[src/pkg/rxf_pkg.sv]
package rxf_pkg;
    // Register offsets (byte addresses)
    localparam logic [7:0] CTRL_OFS    = 8'h00;
    localparam logic [7:0] ADDRH_OFS   = 8'h04;
    localparam logic [7:0] ADDRL_OFS   = 8'h08;
    localparam logic [7:0] HASHH_OFS   = 8'h0c;
    localparam logic [7:0] HASHL_OFS   = 8'h10;
    localparam logic [7:0] PATT_OFS    = 8'h14;
    localparam logic [7:0] WAKE_OFS    = 8'h18;
    // mac_control_reg fields
    localparam int CR_MCPASS  = 0;
    localparam int CR_PROMISC = 1;
    localparam int CR_INVERSE = 2;
    localparam int CR_HASHO   = 3;
    localparam int CR_HASHP   = 4;
    localparam int CR_BCDIS   = 5;
    localparam int CR_W       = 6;
    // wakeup_control_status fields
    localparam int WU_EN      = 0;
    localparam int WU_RCVD    = 1;
    localparam int WU_IRQEN   = 2;
    localparam int WU_PMEEN   = 3;
    // Filter command fields
    localparam int CMD_EN     = 0;
    localparam int CMD_MCAST  = 3;
    // Frame layout and filter structure
    localparam int ADDR_BYTES = 6;
    localparam int NFILT      = 4;
    localparam int MASK_W     = 31;
    localparam int PATT_WORDS = 8;
    localparam int PATT_CMD   = 4;
    localparam int PATT_OFF   = 5;
    localparam int PATT_CRCL  = 6;
    localparam int PATT_CRCH  = 7;
    // Reset values and CRC polynomials
    localparam logic [31:0] RST_WORD  = 32'h0000_0000;
    localparam logic [31:0] CRC32_INI = 32'hffff_ffff;
    localparam logic [15:0] CRC16_INI = 16'hffff;
    localparam logic [31:0] CRC32_POL = 32'h04c1_1db7;
    localparam logic [15:0] CRC16_POL = 16'h8005;
endpackage : rxf_pkg

[src/logic/rxf_filter.sv]
// Chosen here: the address map and strobed register access.
`timescale 1ns/1ps
`default_nettype none
module rxf_filter (
    input  wire logic        clk,
    input  wire logic        rst_n,
    input  wire logic [7:0]  reg_addr,
    input  wire logic [31:0] reg_wdata,
    input  wire logic        reg_we,
    input  wire logic        reg_re,
    output logic      [31:0] reg_rdata,
    input  wire logic        rx_valid,
    input  wire logic        rx_sof,
    input  wire logic        rx_eof,
    input  wire logic [7:0]  rx_data,
    input  wire logic        d1_state,
    output logic             decision_valid,
    output logic             frame_accept,
    output logic             irq,
    output logic             power_event_out
);
    // ************************************************
    // Functions
    // ************************************************
    // Bits enter least significant first, as on the wire
    function automatic logic [31:0] crc32_byte(input logic [31:0] c, input logic [7:0] d);
        logic [31:0] r;
        r = c;
        for (int i = 0; i < 8; i++) begin
            r = (r[31] ^ d[i]) ? ((r << 1) ^ rxf_pkg::CRC32_POL) : (r << 1);
        end
        return r;
    endfunction : crc32_byte

    function automatic logic [15:0] crc16_byte(input logic [15:0] c, input logic [7:0] d);
        logic [15:0] r;
        r = c;
        for (int i = 0; i < 8; i++) begin
            r = (r[15] ^ d[i]) ? ((r << 1) ^ rxf_pkg::CRC16_POL) : (r << 1);
        end
        return r;
    endfunction : crc16_byte

    // ************************************************
    // Registers
    // ************************************************
    logic [rxf_pkg::CR_W-1:0] cr_reg;
    logic [15:0]              addrh_reg;
    logic [31:0]              addrl_reg;
    logic [31:0]              hashh_reg;
    logic [31:0]              hashl_reg;
    logic [3:0]               wake_cs_reg;
    logic [31:0]              wakeup_pattern_filter_reg [rxf_pkg::PATT_WORDS];
    logic [2:0]               wptr_reg;
    logic [31:0]              rdata_next;

    wire sel_cr    = reg_addr == rxf_pkg::CTRL_OFS;
    wire sel_addrh = reg_addr == rxf_pkg::ADDRH_OFS;
    wire sel_addrl = reg_addr == rxf_pkg::ADDRL_OFS;
    wire sel_hashh = reg_addr == rxf_pkg::HASHH_OFS;
    wire sel_hashl = reg_addr == rxf_pkg::HASHL_OFS;
    wire sel_patt  = reg_addr == rxf_pkg::PATT_OFS;
    wire sel_wake  = reg_addr == rxf_pkg::WAKE_OFS;

    wire mcpass  = cr_reg[rxf_pkg::CR_MCPASS];
    wire promisc = cr_reg[rxf_pkg::CR_PROMISC];
    wire inverse = cr_reg[rxf_pkg::CR_INVERSE];
    wire hasho   = cr_reg[rxf_pkg::CR_HASHO];
    wire hashp   = cr_reg[rxf_pkg::CR_HASHP];
    wire bcdis   = cr_reg[rxf_pkg::CR_BCDIS];

    // Forced on in D1 regardless of the enable bit
    wire wake_active = wake_cs_reg[rxf_pkg::WU_EN] | d1_state;

    // Unmapped offsets read as zero
    assign rdata_next = sel_cr    ? {26'h0, cr_reg} :
                        sel_addrh ? {16'h0, addrh_reg} :
                        sel_addrl ? addrl_reg :
                        sel_hashh ? hashh_reg :
                        sel_hashl ? hashl_reg :
                        sel_patt  ? wakeup_pattern_filter_reg[wptr_reg] :
                        sel_wake  ? {28'h0, wake_cs_reg} : 32'h0000_0000;

    // ************************************************
    // Receive byte tracking
    // ************************************************
    logic [8:0]  cnt_reg;
    logic [47:0] da_reg;
    logic [31:0] hcrc_reg;
    logic        dec_vld_reg;
    logic        acc_reg;
    logic        eof_d_reg;
    logic        hit_reg;

    wire [8:0]  idx      = rx_sof ? 9'h000 : cnt_reg;
    wire        in_da    = idx < 9'(rxf_pkg::ADDR_BYTES);
    wire        last_da  = rx_valid && idx == 9'(rxf_pkg::ADDR_BYTES - 1);
    wire [31:0] hcrc_in  = rx_sof ? rxf_pkg::CRC32_INI : hcrc_reg;
    wire [31:0] hcrc_nx  = crc32_byte(hcrc_in, rx_data);
    wire [47:0] da_full  = {da_reg[39:0], rx_data};
    wire [47:0] station  = {addrh_reg, addrl_reg};
    wire        perf     = da_full == station;
    wire        mcast    = da_full[40];
    wire        all_ones = &da_full;
    wire [5:0]  hidx     = hcrc_nx[31:26];
    wire [31:0] hword    = hidx[5] ? hashh_reg : hashl_reg;
    wire        hash_hit = hword[hidx[4:0]];

    // Mode decode, in priority order
    wire mode_pass = promisc                          ? 1'b1 :
                     (mcpass && mcast)                ? 1'b1 :
                     inverse                          ? !perf :
                     (hasho && hashp)                 ? hash_hit :
                     (hashp && mcast)                 ? hash_hit :
                     perf;
    wire bc_block  = all_ones && bcdis && !promisc;
    // No frame passes while wake detection owns the receiver
    wire acc_next  = mode_pass && !bc_block && !wake_active;

    // A wake frame needs station or broadcast address, broadcast disable ignored
    wire wake_addr_next = perf || all_ones;
    logic wake_addr_reg;
    logic mc_reg;

    // ************************************************
    // Wake pattern filters
    // ************************************************
    logic [15:0] wcrc_reg [rxf_pkg::NFILT];
    logic [15:0] wcrc_nx  [rxf_pkg::NFILT];
    logic [rxf_pkg::NFILT-1:0] fpass;

    for (genvar f = 0; f < rxf_pkg::NFILT; f++) begin : g_filt
        wire [7:0]  cmd   = wakeup_pattern_filter_reg[rxf_pkg::PATT_CMD][8*f +: 8];
        wire [7:0]  off   = wakeup_pattern_filter_reg[rxf_pkg::PATT_OFF][8*f +: 8];
        wire [31:0] crcw  = wakeup_pattern_filter_reg[rxf_pkg::PATT_CRCL + f/2];
        wire [15:0] exp16 = crcw[16*(f%2) +: 16];
        wire [31:0] mask  = wakeup_pattern_filter_reg[f];
        wire [8:0]  rel   = idx - {1'b0, off};
        wire        inwin = idx >= {1'b0, off} && rel < 9'(rxf_pkg::MASK_W);
        wire        take  = rx_valid && inwin && mask[rel[4:0]];
        wire [15:0] base  = rx_sof ? rxf_pkg::CRC16_INI : wcrc_reg[f];
        assign wcrc_nx[f] = take ? crc16_byte(base, rx_data) : base;
        // Type bit set: multicast only; clear: unicast only
        assign fpass[f] = cmd[rxf_pkg::CMD_EN] && (cmd[rxf_pkg::CMD_MCAST] == mc_reg) &&
                          wcrc_reg[f] == exp16;
    end

    wire wake_hit = eof_d_reg && wake_active && wake_addr_reg && |fpass;
    // Hardware set beats a software clear in the same cycle
    wire wclr     = reg_we && sel_wake && reg_wdata[rxf_pkg::WU_RCVD];
    wire wrcvd_nx = hit_reg || (wake_cs_reg[rxf_pkg::WU_RCVD] && !wclr);

    // ************************************************
    // Sequential logic
    // ************************************************
    always_ff @(posedge clk or negedge rst_n) begin
        if (!rst_n) begin
            cr_reg    <= '0;
            addrh_reg <= '0;
            addrl_reg <= rxf_pkg::RST_WORD;
            hashh_reg <= rxf_pkg::RST_WORD;
            hashl_reg <= rxf_pkg::RST_WORD;
            wptr_reg  <= '0;
            reg_rdata <= rxf_pkg::RST_WORD;
        end else begin
            if (reg_we && sel_cr)
                cr_reg <= reg_wdata[rxf_pkg::CR_W-1:0];
            if (reg_we && sel_addrh)
                addrh_reg <= reg_wdata[15:0];
            if (reg_we && sel_addrl)
                addrl_reg <= reg_wdata;
            if (reg_we && sel_hashh)
                hashh_reg <= reg_wdata;
            if (reg_we && sel_hashl)
                hashl_reg <= reg_wdata;
            if (reg_we && sel_patt)
                wptr_reg <= wptr_reg + 3'h1;
            reg_rdata <= reg_re ? rdata_next : rxf_pkg::RST_WORD;
        end
    end

    // Mask bit 31 is kept at zero
    always_ff @(posedge clk or negedge rst_n) begin
        if (!rst_n) begin
            for (int i = 0; i < rxf_pkg::PATT_WORDS; i++)
                wakeup_pattern_filter_reg[i] <= rxf_pkg::RST_WORD;
        end else if (reg_we && sel_patt) begin
            wakeup_pattern_filter_reg[wptr_reg] <= (wptr_reg < 3'(rxf_pkg::NFILT)) ? {1'b0, reg_wdata[30:0]} : reg_wdata;
        end
    end

    always_ff @(posedge clk or negedge rst_n) begin
        if (!rst_n) begin
            wake_cs_reg <= '0;
        end else begin
            wake_cs_reg[rxf_pkg::WU_RCVD] <= wrcvd_nx;
            if (reg_we && sel_wake) begin
                wake_cs_reg[rxf_pkg::WU_EN]    <= reg_wdata[rxf_pkg::WU_EN];
                wake_cs_reg[rxf_pkg::WU_IRQEN] <= reg_wdata[rxf_pkg::WU_IRQEN];
                wake_cs_reg[rxf_pkg::WU_PMEEN] <= reg_wdata[rxf_pkg::WU_PMEEN];
            end
        end
    end

    always_ff @(posedge clk or negedge rst_n) begin
        if (!rst_n) begin
            cnt_reg       <= '0;
            da_reg        <= '0;
            hcrc_reg      <= rxf_pkg::CRC32_INI;
            dec_vld_reg   <= 1'b0;
            acc_reg       <= 1'b0;
            eof_d_reg     <= 1'b0;
            hit_reg       <= 1'b0;
            wake_addr_reg <= 1'b0;
            mc_reg        <= 1'b0;
            for (int i = 0; i < rxf_pkg::NFILT; i++)
                wcrc_reg[i] <= rxf_pkg::CRC16_INI;
        end else begin
            dec_vld_reg <= last_da;
            eof_d_reg   <= rx_valid && rx_eof;
            hit_reg     <= wake_hit;
            if (rx_valid) begin
                cnt_reg <= (&idx) ? idx : idx + 9'h001;
                for (int i = 0; i < rxf_pkg::NFILT; i++)
                    wcrc_reg[i] <= wcrc_nx[i];
                if (in_da) begin
                    da_reg   <= da_full;
                    hcrc_reg <= hcrc_nx;
                end
            end
            // Decision held until the cycle after the frame's last byte, or until a new start of frame
            if (last_da) begin
                acc_reg       <= acc_next;
                wake_addr_reg <= wake_addr_next;
                mc_reg        <= mcast;
            end else if (eof_d_reg || (rx_valid && rx_sof)) begin
                acc_reg <= 1'b0;
            end
        end
    end

    always_ff @(posedge clk or negedge rst_n) begin
        if (!rst_n) begin
            irq             <= 1'b0;
            power_event_out <= 1'b0;
        end else begin
            irq             <= wrcvd_nx && wake_cs_reg[rxf_pkg::WU_IRQEN];
            power_event_out <= wrcvd_nx && wake_cs_reg[rxf_pkg::WU_PMEEN];
        end
    end

    assign decision_valid = dec_vld_reg;
    assign frame_accept   = acc_reg;
endmodule : rxf_filter
`default_nettype wire

[config.mk]
export PLATFORM = sky130hd
export DESIGN_NAME = rxf_filter
export DESIGN_NICKNAME = d
export VERILOG_FILES = /design/src/pkg/rxf_pkg.sv /design/src/logic/rxf_filter.sv
export SDC_FILE = /design/constraint.sdc
export NUM_CORES = 1
export LEC_CHECK = 0
export BUFFER_PORTS_ARGS = -buffer_cell sky130_fd_sc_hd__buf_4
export CORE_MARGIN = 1
export CORE_UTILIZATION = 55
export CTS_BUF_LIST = sky130_fd_sc_hd__clkbuf_16
export CTS_CLUSTER_DIAMETER = 100
export CTS_CLUSTER_SIZE = 30
export DETAILED_ROUTE_END_ITERATION = 8
export PLACE_DENSITY = 0.84
export SYNTH_ARGS = -nofsm -noshare
export SYNTH_HDL_FRONTEND = slang
export SYNTH_SLANG_ARGS = --single-unit
[constraint.sdc]
create_clock -name clk -period 7.8 [get_ports clk]
set_input_delay 1.95 -clock clk [delete_from_list [all_inputs] [get_ports clk]]
set_output_delay 1.95 -clock clk [all_outputs]
set_load 0.01 [all_outputs]
==> results of run 1 <==
==> final timing paths <==
kind	start	endpoint	cells after the start
worst max-delay path	rx_sof	wcrc_reg[31]	13
min in group asynchronous	rst_n	g_filt[2].mask[3]	1
worst min register to register	hcrc_reg[3]	hcrc_reg[3]	2
worst max register to register	cnt_reg[2]	wcrc_reg[31]	12
max in group asynchronous	rst_n	hashl_reg[22]	2
worst min-delay path	hcrc_reg[3]	hcrc_reg[3]	2
==> worst max-delay path, cell delays in order <==
cell       delay (ns)
buf_4            0.27
nor2b_1          0.63
ha_1             0.41
a21o_1           0.24
a311oi_1         0.25
o21ai_0          0.13
and4_1           0.43
a2111oi_0        0.62
a2111oi_2        0.13
a22oi_1          0.23
and4_1           0.70
or2_1            0.72
a211oi_1         0.17
==> per-layer routing <==
layer  global-route usage  vias up
met4                0.128        0
met5                    0        -
li1                     -     9868
met3               0.0806      218
met2                0.483     1323
met1                0.445    12100
==> Yosys cell counts, types with 12 or more instances <==
| cell type | number | area share |
|---|---|---|
| dfstp_2 | 96 | 0.079 |
| o21ai_0 | 93 | 0.015 |
| buf_2 | 18 | 0.0028 |
| nor4_1 | 30 | 0.0059 |
| xnor2_1 | 252 | 0.069 |
| nor2_1 | 182 | 0.021 |
| a21oi_1 | 92 | 0.014 |
| clkbuf_1 | 164 | 0.019 |
| mux2i_1 | 66 | 0.021 |
| nor2b_1 | 28 | 0.0055 |
| nand3_1 | 15 | 0.0024 |
| mux4_2 | 91 | 0.064 |
| a222oi_1 | 19 | 0.0060 |
| nand2_1 | 218 | 0.026 |
| ha_1 | 31 | 0.012 |
| dfrtp_1 | 470 | 0.37 |
| o21bai_1 | 13 | 0.0031 |
| buf_1 | 33 | 0.0039 |
| a211oi_1 | 69 | 0.016 |
| xor2_1 | 51 | 0.014 |
| or3_1 | 34 | 0.0067 |
| a221o_1 | 12 | 0.0038 |
| nand4_1 | 47 | 0.0092 |
| nor3_1 | 21 | 0.0033 |
| mux2_2 | 394 | 0.14 |
| inv_1 | 54 | 0.0064 |
| mux2_1 | 22 | 0.0078 |
==> stage by stage <==
step,hold slack (ns),worst slack [ns]
after floorplan,0.426,2.05
after global placement,0.449,1.08
after detailed placement,0.455,0.906
after CTS,0.472,1.51
after global routing,0.501,1.11
final,0.470,1.37
==> power breakdown <==
group	internal [mW]	switching, mW
clock network	0.558	0.938
registers	3.41	0.466
logic	1.20	1.47
total	5.17	2.87
==> final cells by class <==
type	count	area, sq um	share of cell area
sequential	566	14300	0.425
clock buffer	23	576	0.0171
antenna	2	5.00	0.000149
multi-input combinational	1955	16500	0.490
clock inverter	19	108	0.00320
inverter	54	203	0.00603
timing repair buffer	132	1020	0.0305
tap	756	946	0.0281
==> cell families (layout without fill, tap and decap cells) <==
kind of cell / after synthesis / after routing / share of synthesized area
xor+xnor: 310 / 310 / 0.0872
mux: 573 / 573 / 0.233
simple gates: 626 / 626 / 0.0926
flops: 566 / 566 / 0.449
compound gates: 412 / 412 / 0.0893
other cells: 0 / 2 / 0
buf+inv: 278 / 228 / 0.0352
fa+ha+maj: 34 / 34 / 0.0141
==> results.sh, run 1 <==
export IMPL_drc_errors=0
export IMPL_antenna_found_initial=2
export IMPL_cts_setup_buffers=0
export IMPL_power_density_mw_per_mm2=239
export IMPL_period_minus_slack_ns=6.43
export IMPL_synth_warnings=0
export IMPL_cts_root_buffer="clkbuf_16"
export IMPL_vdd_drop_max_mv=0.227
export IMPL_finalMaxSlewViolations=0
export IMPL_routedWlPerCell_microns=27.0
export IMPL_met1_length_mm=37.5
export IMPL_crit_required_ns=8.29
export IMPL_post_cts_resized=0
export IMPL_critPathMaxFanout=51
export IMPL_initial_core_util=0.561
export IMPL_ant_nets=0
export IMPL_num_vias=23500
export IMPL_wirelength_mm=94.7
export IMPL_finalClockSkew_ns=0.0451
export IMPL_dr_max_layer_used="met4"
export IMPL_crit_arrival_ns=6.93
export IMPL_io_buffers=91
export IMPL_dieArea_sq_mm=0.0588
export IMPL_maxCapViolations=0
export IMPL_grt_use_total=0.321
export IMPL_gp_congestion=1.01
export IMPL_min_period_over_period=0.825
export IMPL_slew_limit_headroom=0.129
export IMPL_fillers=4413
export IMPL_gr_total_overflow=0
export IMPL_cts_tree="done"
export IMPL_setup_violations=0
export IMPL_grt_max_degree=181
export IMPL_syn_nets=2889
export IMPL_setup_worst_path_end_class="register"
export IMPL_reg2reg_slack_ns=2.36
export IMPL_final_nets=2822
export IMPL_cts_sinks=566
export IMPL_fp_row_count=87
export IMPL_clock_fmax_mhz=155
export IMPL_fin_area_sq_mm=0.0336
export IMPL_synth_async_reset_ratio=1.00
export IMPL_crit_type="in2reg"
export IMPL_post_route_util=0.593
export IMPL_final_hold_viol_count=0
export IMPL_firstDrtPassIters=6
export IMPL_fp_dieW_microns=242
export IMPL_die_y_microns=242
export IMPL_worst_pin_slew_ns=1.30
export IMPL_cts_buffers=23
export IMPL_largest_register_ffs=128
export IMPL_syn_inst=2799
export IMPL_layout_drive_gt1_share=0.285
export IMPL_grt_pass1_wl_mm=144
export IMPL_pin_count=92
export IMPL_wl_met3_mm=10.4
export IMPL_h_tree_depth=1
export IMPL_timing_setup_tns_ns=0
export IMPL_insertion_delay_ns=0.61
export IMPL_start_kind="input pin"
export IMPL_viasPerCell=6.69
export IMPL_power_leakage_nw=14.8
export IMPL_status="finished clean"
export IMPL_wl_met2_mm=42.3
export IMPL_clk_path_buf_depth=3
export IMPL_drt_iter0_markers=2729
export IMPL_synthesis_area_sq_mm=0.0318
export IMPL_synth_seq_area_share=0.449
export IMPL_dpl_hpwl_mm=68.7
export IMPL_final_common_cell="dfrtp_1"
export IMPL_clk_pin_slew_ns=0.12
export IMPL_syn_avg_cell_area_sq_um=11.4
export IMPL_hp_class="reg2reg"
export IMPL_rsz0062_at_grt="no"
export IMPL_first_global_vias=23000
export IMPL_coreArea_sq_mm=0.0567
export IMPL_synth_edff_count=0
export IMPL_power_mw=8.04
export IMPL_final_cells=3507
export IMPL_placed_area_sq_mm=0.0329
export IMPL_ys_seq_elements=566
export IMPL_ys_types=81
export IMPL_cts_hold_buffers=0
export IMPL_dpl_cell_count=3463
export IMPL_most_common_layout_cells="467 x dfrtp_1, 394 x mux2_2, 251 x xnor2_1"
export IMPL_synthToLayoutAreaGrowth_pct=5.67
export IMPL_synth_flop_cell="dfrtp_1"
(Power assumes the default switching activity.)
==> run 2, diff against run 1 <==
==> constraint.sdc (replaced) <==
create_clock -name clk -period 5.93 [get_ports clk]
set_input_delay 1.4825 -clock clk [delete_from_list [all_inputs] [get_ports clk]]
set_output_delay 1.4825 -clock clk [all_outputs]
set_load 0.01 [all_outputs]
==> results.sh, run 2 (synthesis results as in run 1) <==
export IMPL_crit_required_ns=6.49
export IMPL_worst_pin_slew_ns=1.21
export IMPL_grt_use_total=0.343
export IMPL_cts_tree="done"
export IMPL_status="finished clean"
export IMPL_clk_path_buf_depth=3
export IMPL_clk_pin_slew_ns=0.11
export IMPL_routedWlPerCell_microns=28.5
export IMPL_num_vias=23800
export IMPL_final_nets=2848
export IMPL_clockPowerShare=0.206
export IMPL_p_switching_mw=3.98
export IMPL_crit_start="rx_sof"
export IMPL_reg2reg_slack_ns=1.32
export IMPL_firstDrtPassIters=9
export IMPL_ant_nets=0
export IMPL_final_hold_viol_count=0
export IMPL_dpl_hpwl_mm=73.7
export IMPL_fillers=4456
export IMPL_setup_violations=0
export IMPL_hold_depth=2
export IMPL_slew_limit_headroom=0.189
export IMPL_most_common_layout_cells="467 x dfrtp_1, 394 x mux2_2, 251 x xnor2_1"
export IMPL_cts_setup_buffers=0
export IMPL_antenna_found_initial=2
export IMPL_critPathMaxFanout=61
export IMPL_io_buffers=91
export IMPL_min_period_over_period=0.839
export IMPL_crit_arrival_ns=5.54
export IMPL_cp_endpoint="frame_accept"
export IMPL_rsz0062_at_grt="no"
export IMPL_coreArea_sq_mm=0.0567
export IMPL_worst_slack_ns=0.954
export IMPL_drc_errors=0
export IMPL_vdd_drop_max_mv=0.331
export IMPL_drt_iter0_markers=2897
export IMPL_viasPerCell=6.74
export IMPL_initial_core_util=0.561
export IMPL_die_y_microns=242
export IMPL_power_leakage_nw=15.0
export IMPL_cts_hold_buffers=0
export IMPL_setup_worst_path_end_class="register"
export IMPL_gp_congestion=1.07
export IMPL_dieArea_sq_mm=0.0588
export IMPL_crit_type="in2reg"
export IMPL_post_cts_resized=0
export IMPL_timing_setup_tns_ns=0
export IMPL_largest_register_ffs=128
export IMPL_gr_total_overflow=0
export IMPL_cts_root_buffer="clkbuf_16"
export IMPL_finalMaxSlewViolations=0
export IMPL_rr_endpoint="wcrc_reg[36]"
export IMPL_fp_dieW_microns=242
export IMPL_reg2reg_from="cnt_reg[2]"
export IMPL_first_global_vias=23400
export IMPL_cts_sinks=566
export IMPL_fp_row_count=87
export IMPL_layout_drive_gt1_share=0.294
export IMPL_grt_pass1_wl_mm=152
export IMPL_start_kind="input pin"
export IMPL_wirelength_mm=101
export IMPL_intPower_mw=6.96
export IMPL_grt_max_degree=134
export IMPL_seq_area_sq_mm=0.0143
export IMPL_period_minus_slack_ns=4.98
export IMPL_cts_buffers=26
export IMPL_dp_slack_ns=0.432
export IMPL_finalClockSkew_ns=0.0568
export IMPL_h_tree_depth=1
export IMPL_pin_count=92
export IMPL_swShare=0.364
export IMPL_hp_class="reg2reg"
export IMPL_synthToLayoutAreaGrowth_pct=6.89
export IMPL_maxCapViolations=0
export IMPL_multi_input_area_sq_mm=0.0165
export IMPL_insertion_delay_ns=0.64
export IMPL_clock_fmax_mhz=201
export IMPL_seqPwrFrac=0.469
export IMPL_comb_power_share=0.325
export IMPL_final_common_cell="dfrtp_1"
export IMPL_power_density_mw_per_mm2=322
export IMPL_worstRegToRegCells=11
==> run 2: layer usage <==
layer	up-vias	track usage	share of wire
met5	-	0	0.00013
met4	2	0.171	0.059
met3	295	0.0935	0.12
met2	1473	0.512	0.44
met1	12100	0.462	0.38
li1	9931	-	-
==> run 2: cell type report <==
type,instances,share of cell area
well taps,756,0.0278
inverters,54,0.00596
repair buffers,155,0.0359
flip-flops and latches,566,0.420
clock buffers,27,0.0199
diodes,1,0.0000736
clock inverters,21,0.00585
multi-input cells,1955,0.484
==> run 2: power by group through the flow <==
stage	Combinational (mW)	Sequential, mW	Clock [mW]
2_1_floorplan	2.79	4.79	0
3_3_place_gp	3.35	5.15	0
3_5_place_dp	3.46	5.17	0
4_1_cts	3.48	5.10	2.27
5_1_grt	3.82	5.17	2.41
6_report	3.55	5.13	2.25
==> run 2: worst min-delay path by stage <==
stage	endpoint	slack, ns	from
floorplan	wake_cs_reg[1]	0.43	hit_reg
global placement	hcrc_reg[3]	0.45	hcrc_reg[3]
detailed placement	hcrc_reg[3]	0.45	hcrc_reg[3]
CTS	hcrc_reg[3]	0.46	hcrc_reg[3]
global route	hcrc_reg[3]	0.48	hcrc_reg[3]
finish	hcrc_reg[3]	0.47	hcrc_reg[3]
==> run 2: through the flow <==
| step | std cells | power [mW] | utilization | area [sq um] | hold WS, ns |
|---|---|---|---|---|---|
| 2_1_floorplan | 2799 | 7.58 | - | 31800 | 0.426 |
| 6_report | 3535 | 10.9 | 0.599 | 34000 | 0.467 |
| 5_1_grt | 3534 | 11.4 | 0.599 | 34000 | 0.479 |
| 3_3_place_gp | 3486 | 8.49 | 0.584 | 33100 | 0.448 |
| 4_1_cts | 3534 | 10.9 | 0.599 | 34000 | 0.464 |
| 3_5_place_dp | 3486 | 8.63 | 0.584 | 33100 | 0.448 |
==> run 2: critical path, stage by stage <==
cell and delay (ns):
buf_4 0.23, buf_4 0.37, buf_4 0.53, nor2_1 0.17
xnor2_2 0.43, xor2_1 0.24, xor2_1 0.96, mux4_2 0.45
mux2i_1 0.08, or3b_1 0.39, a31oi_1 0.16
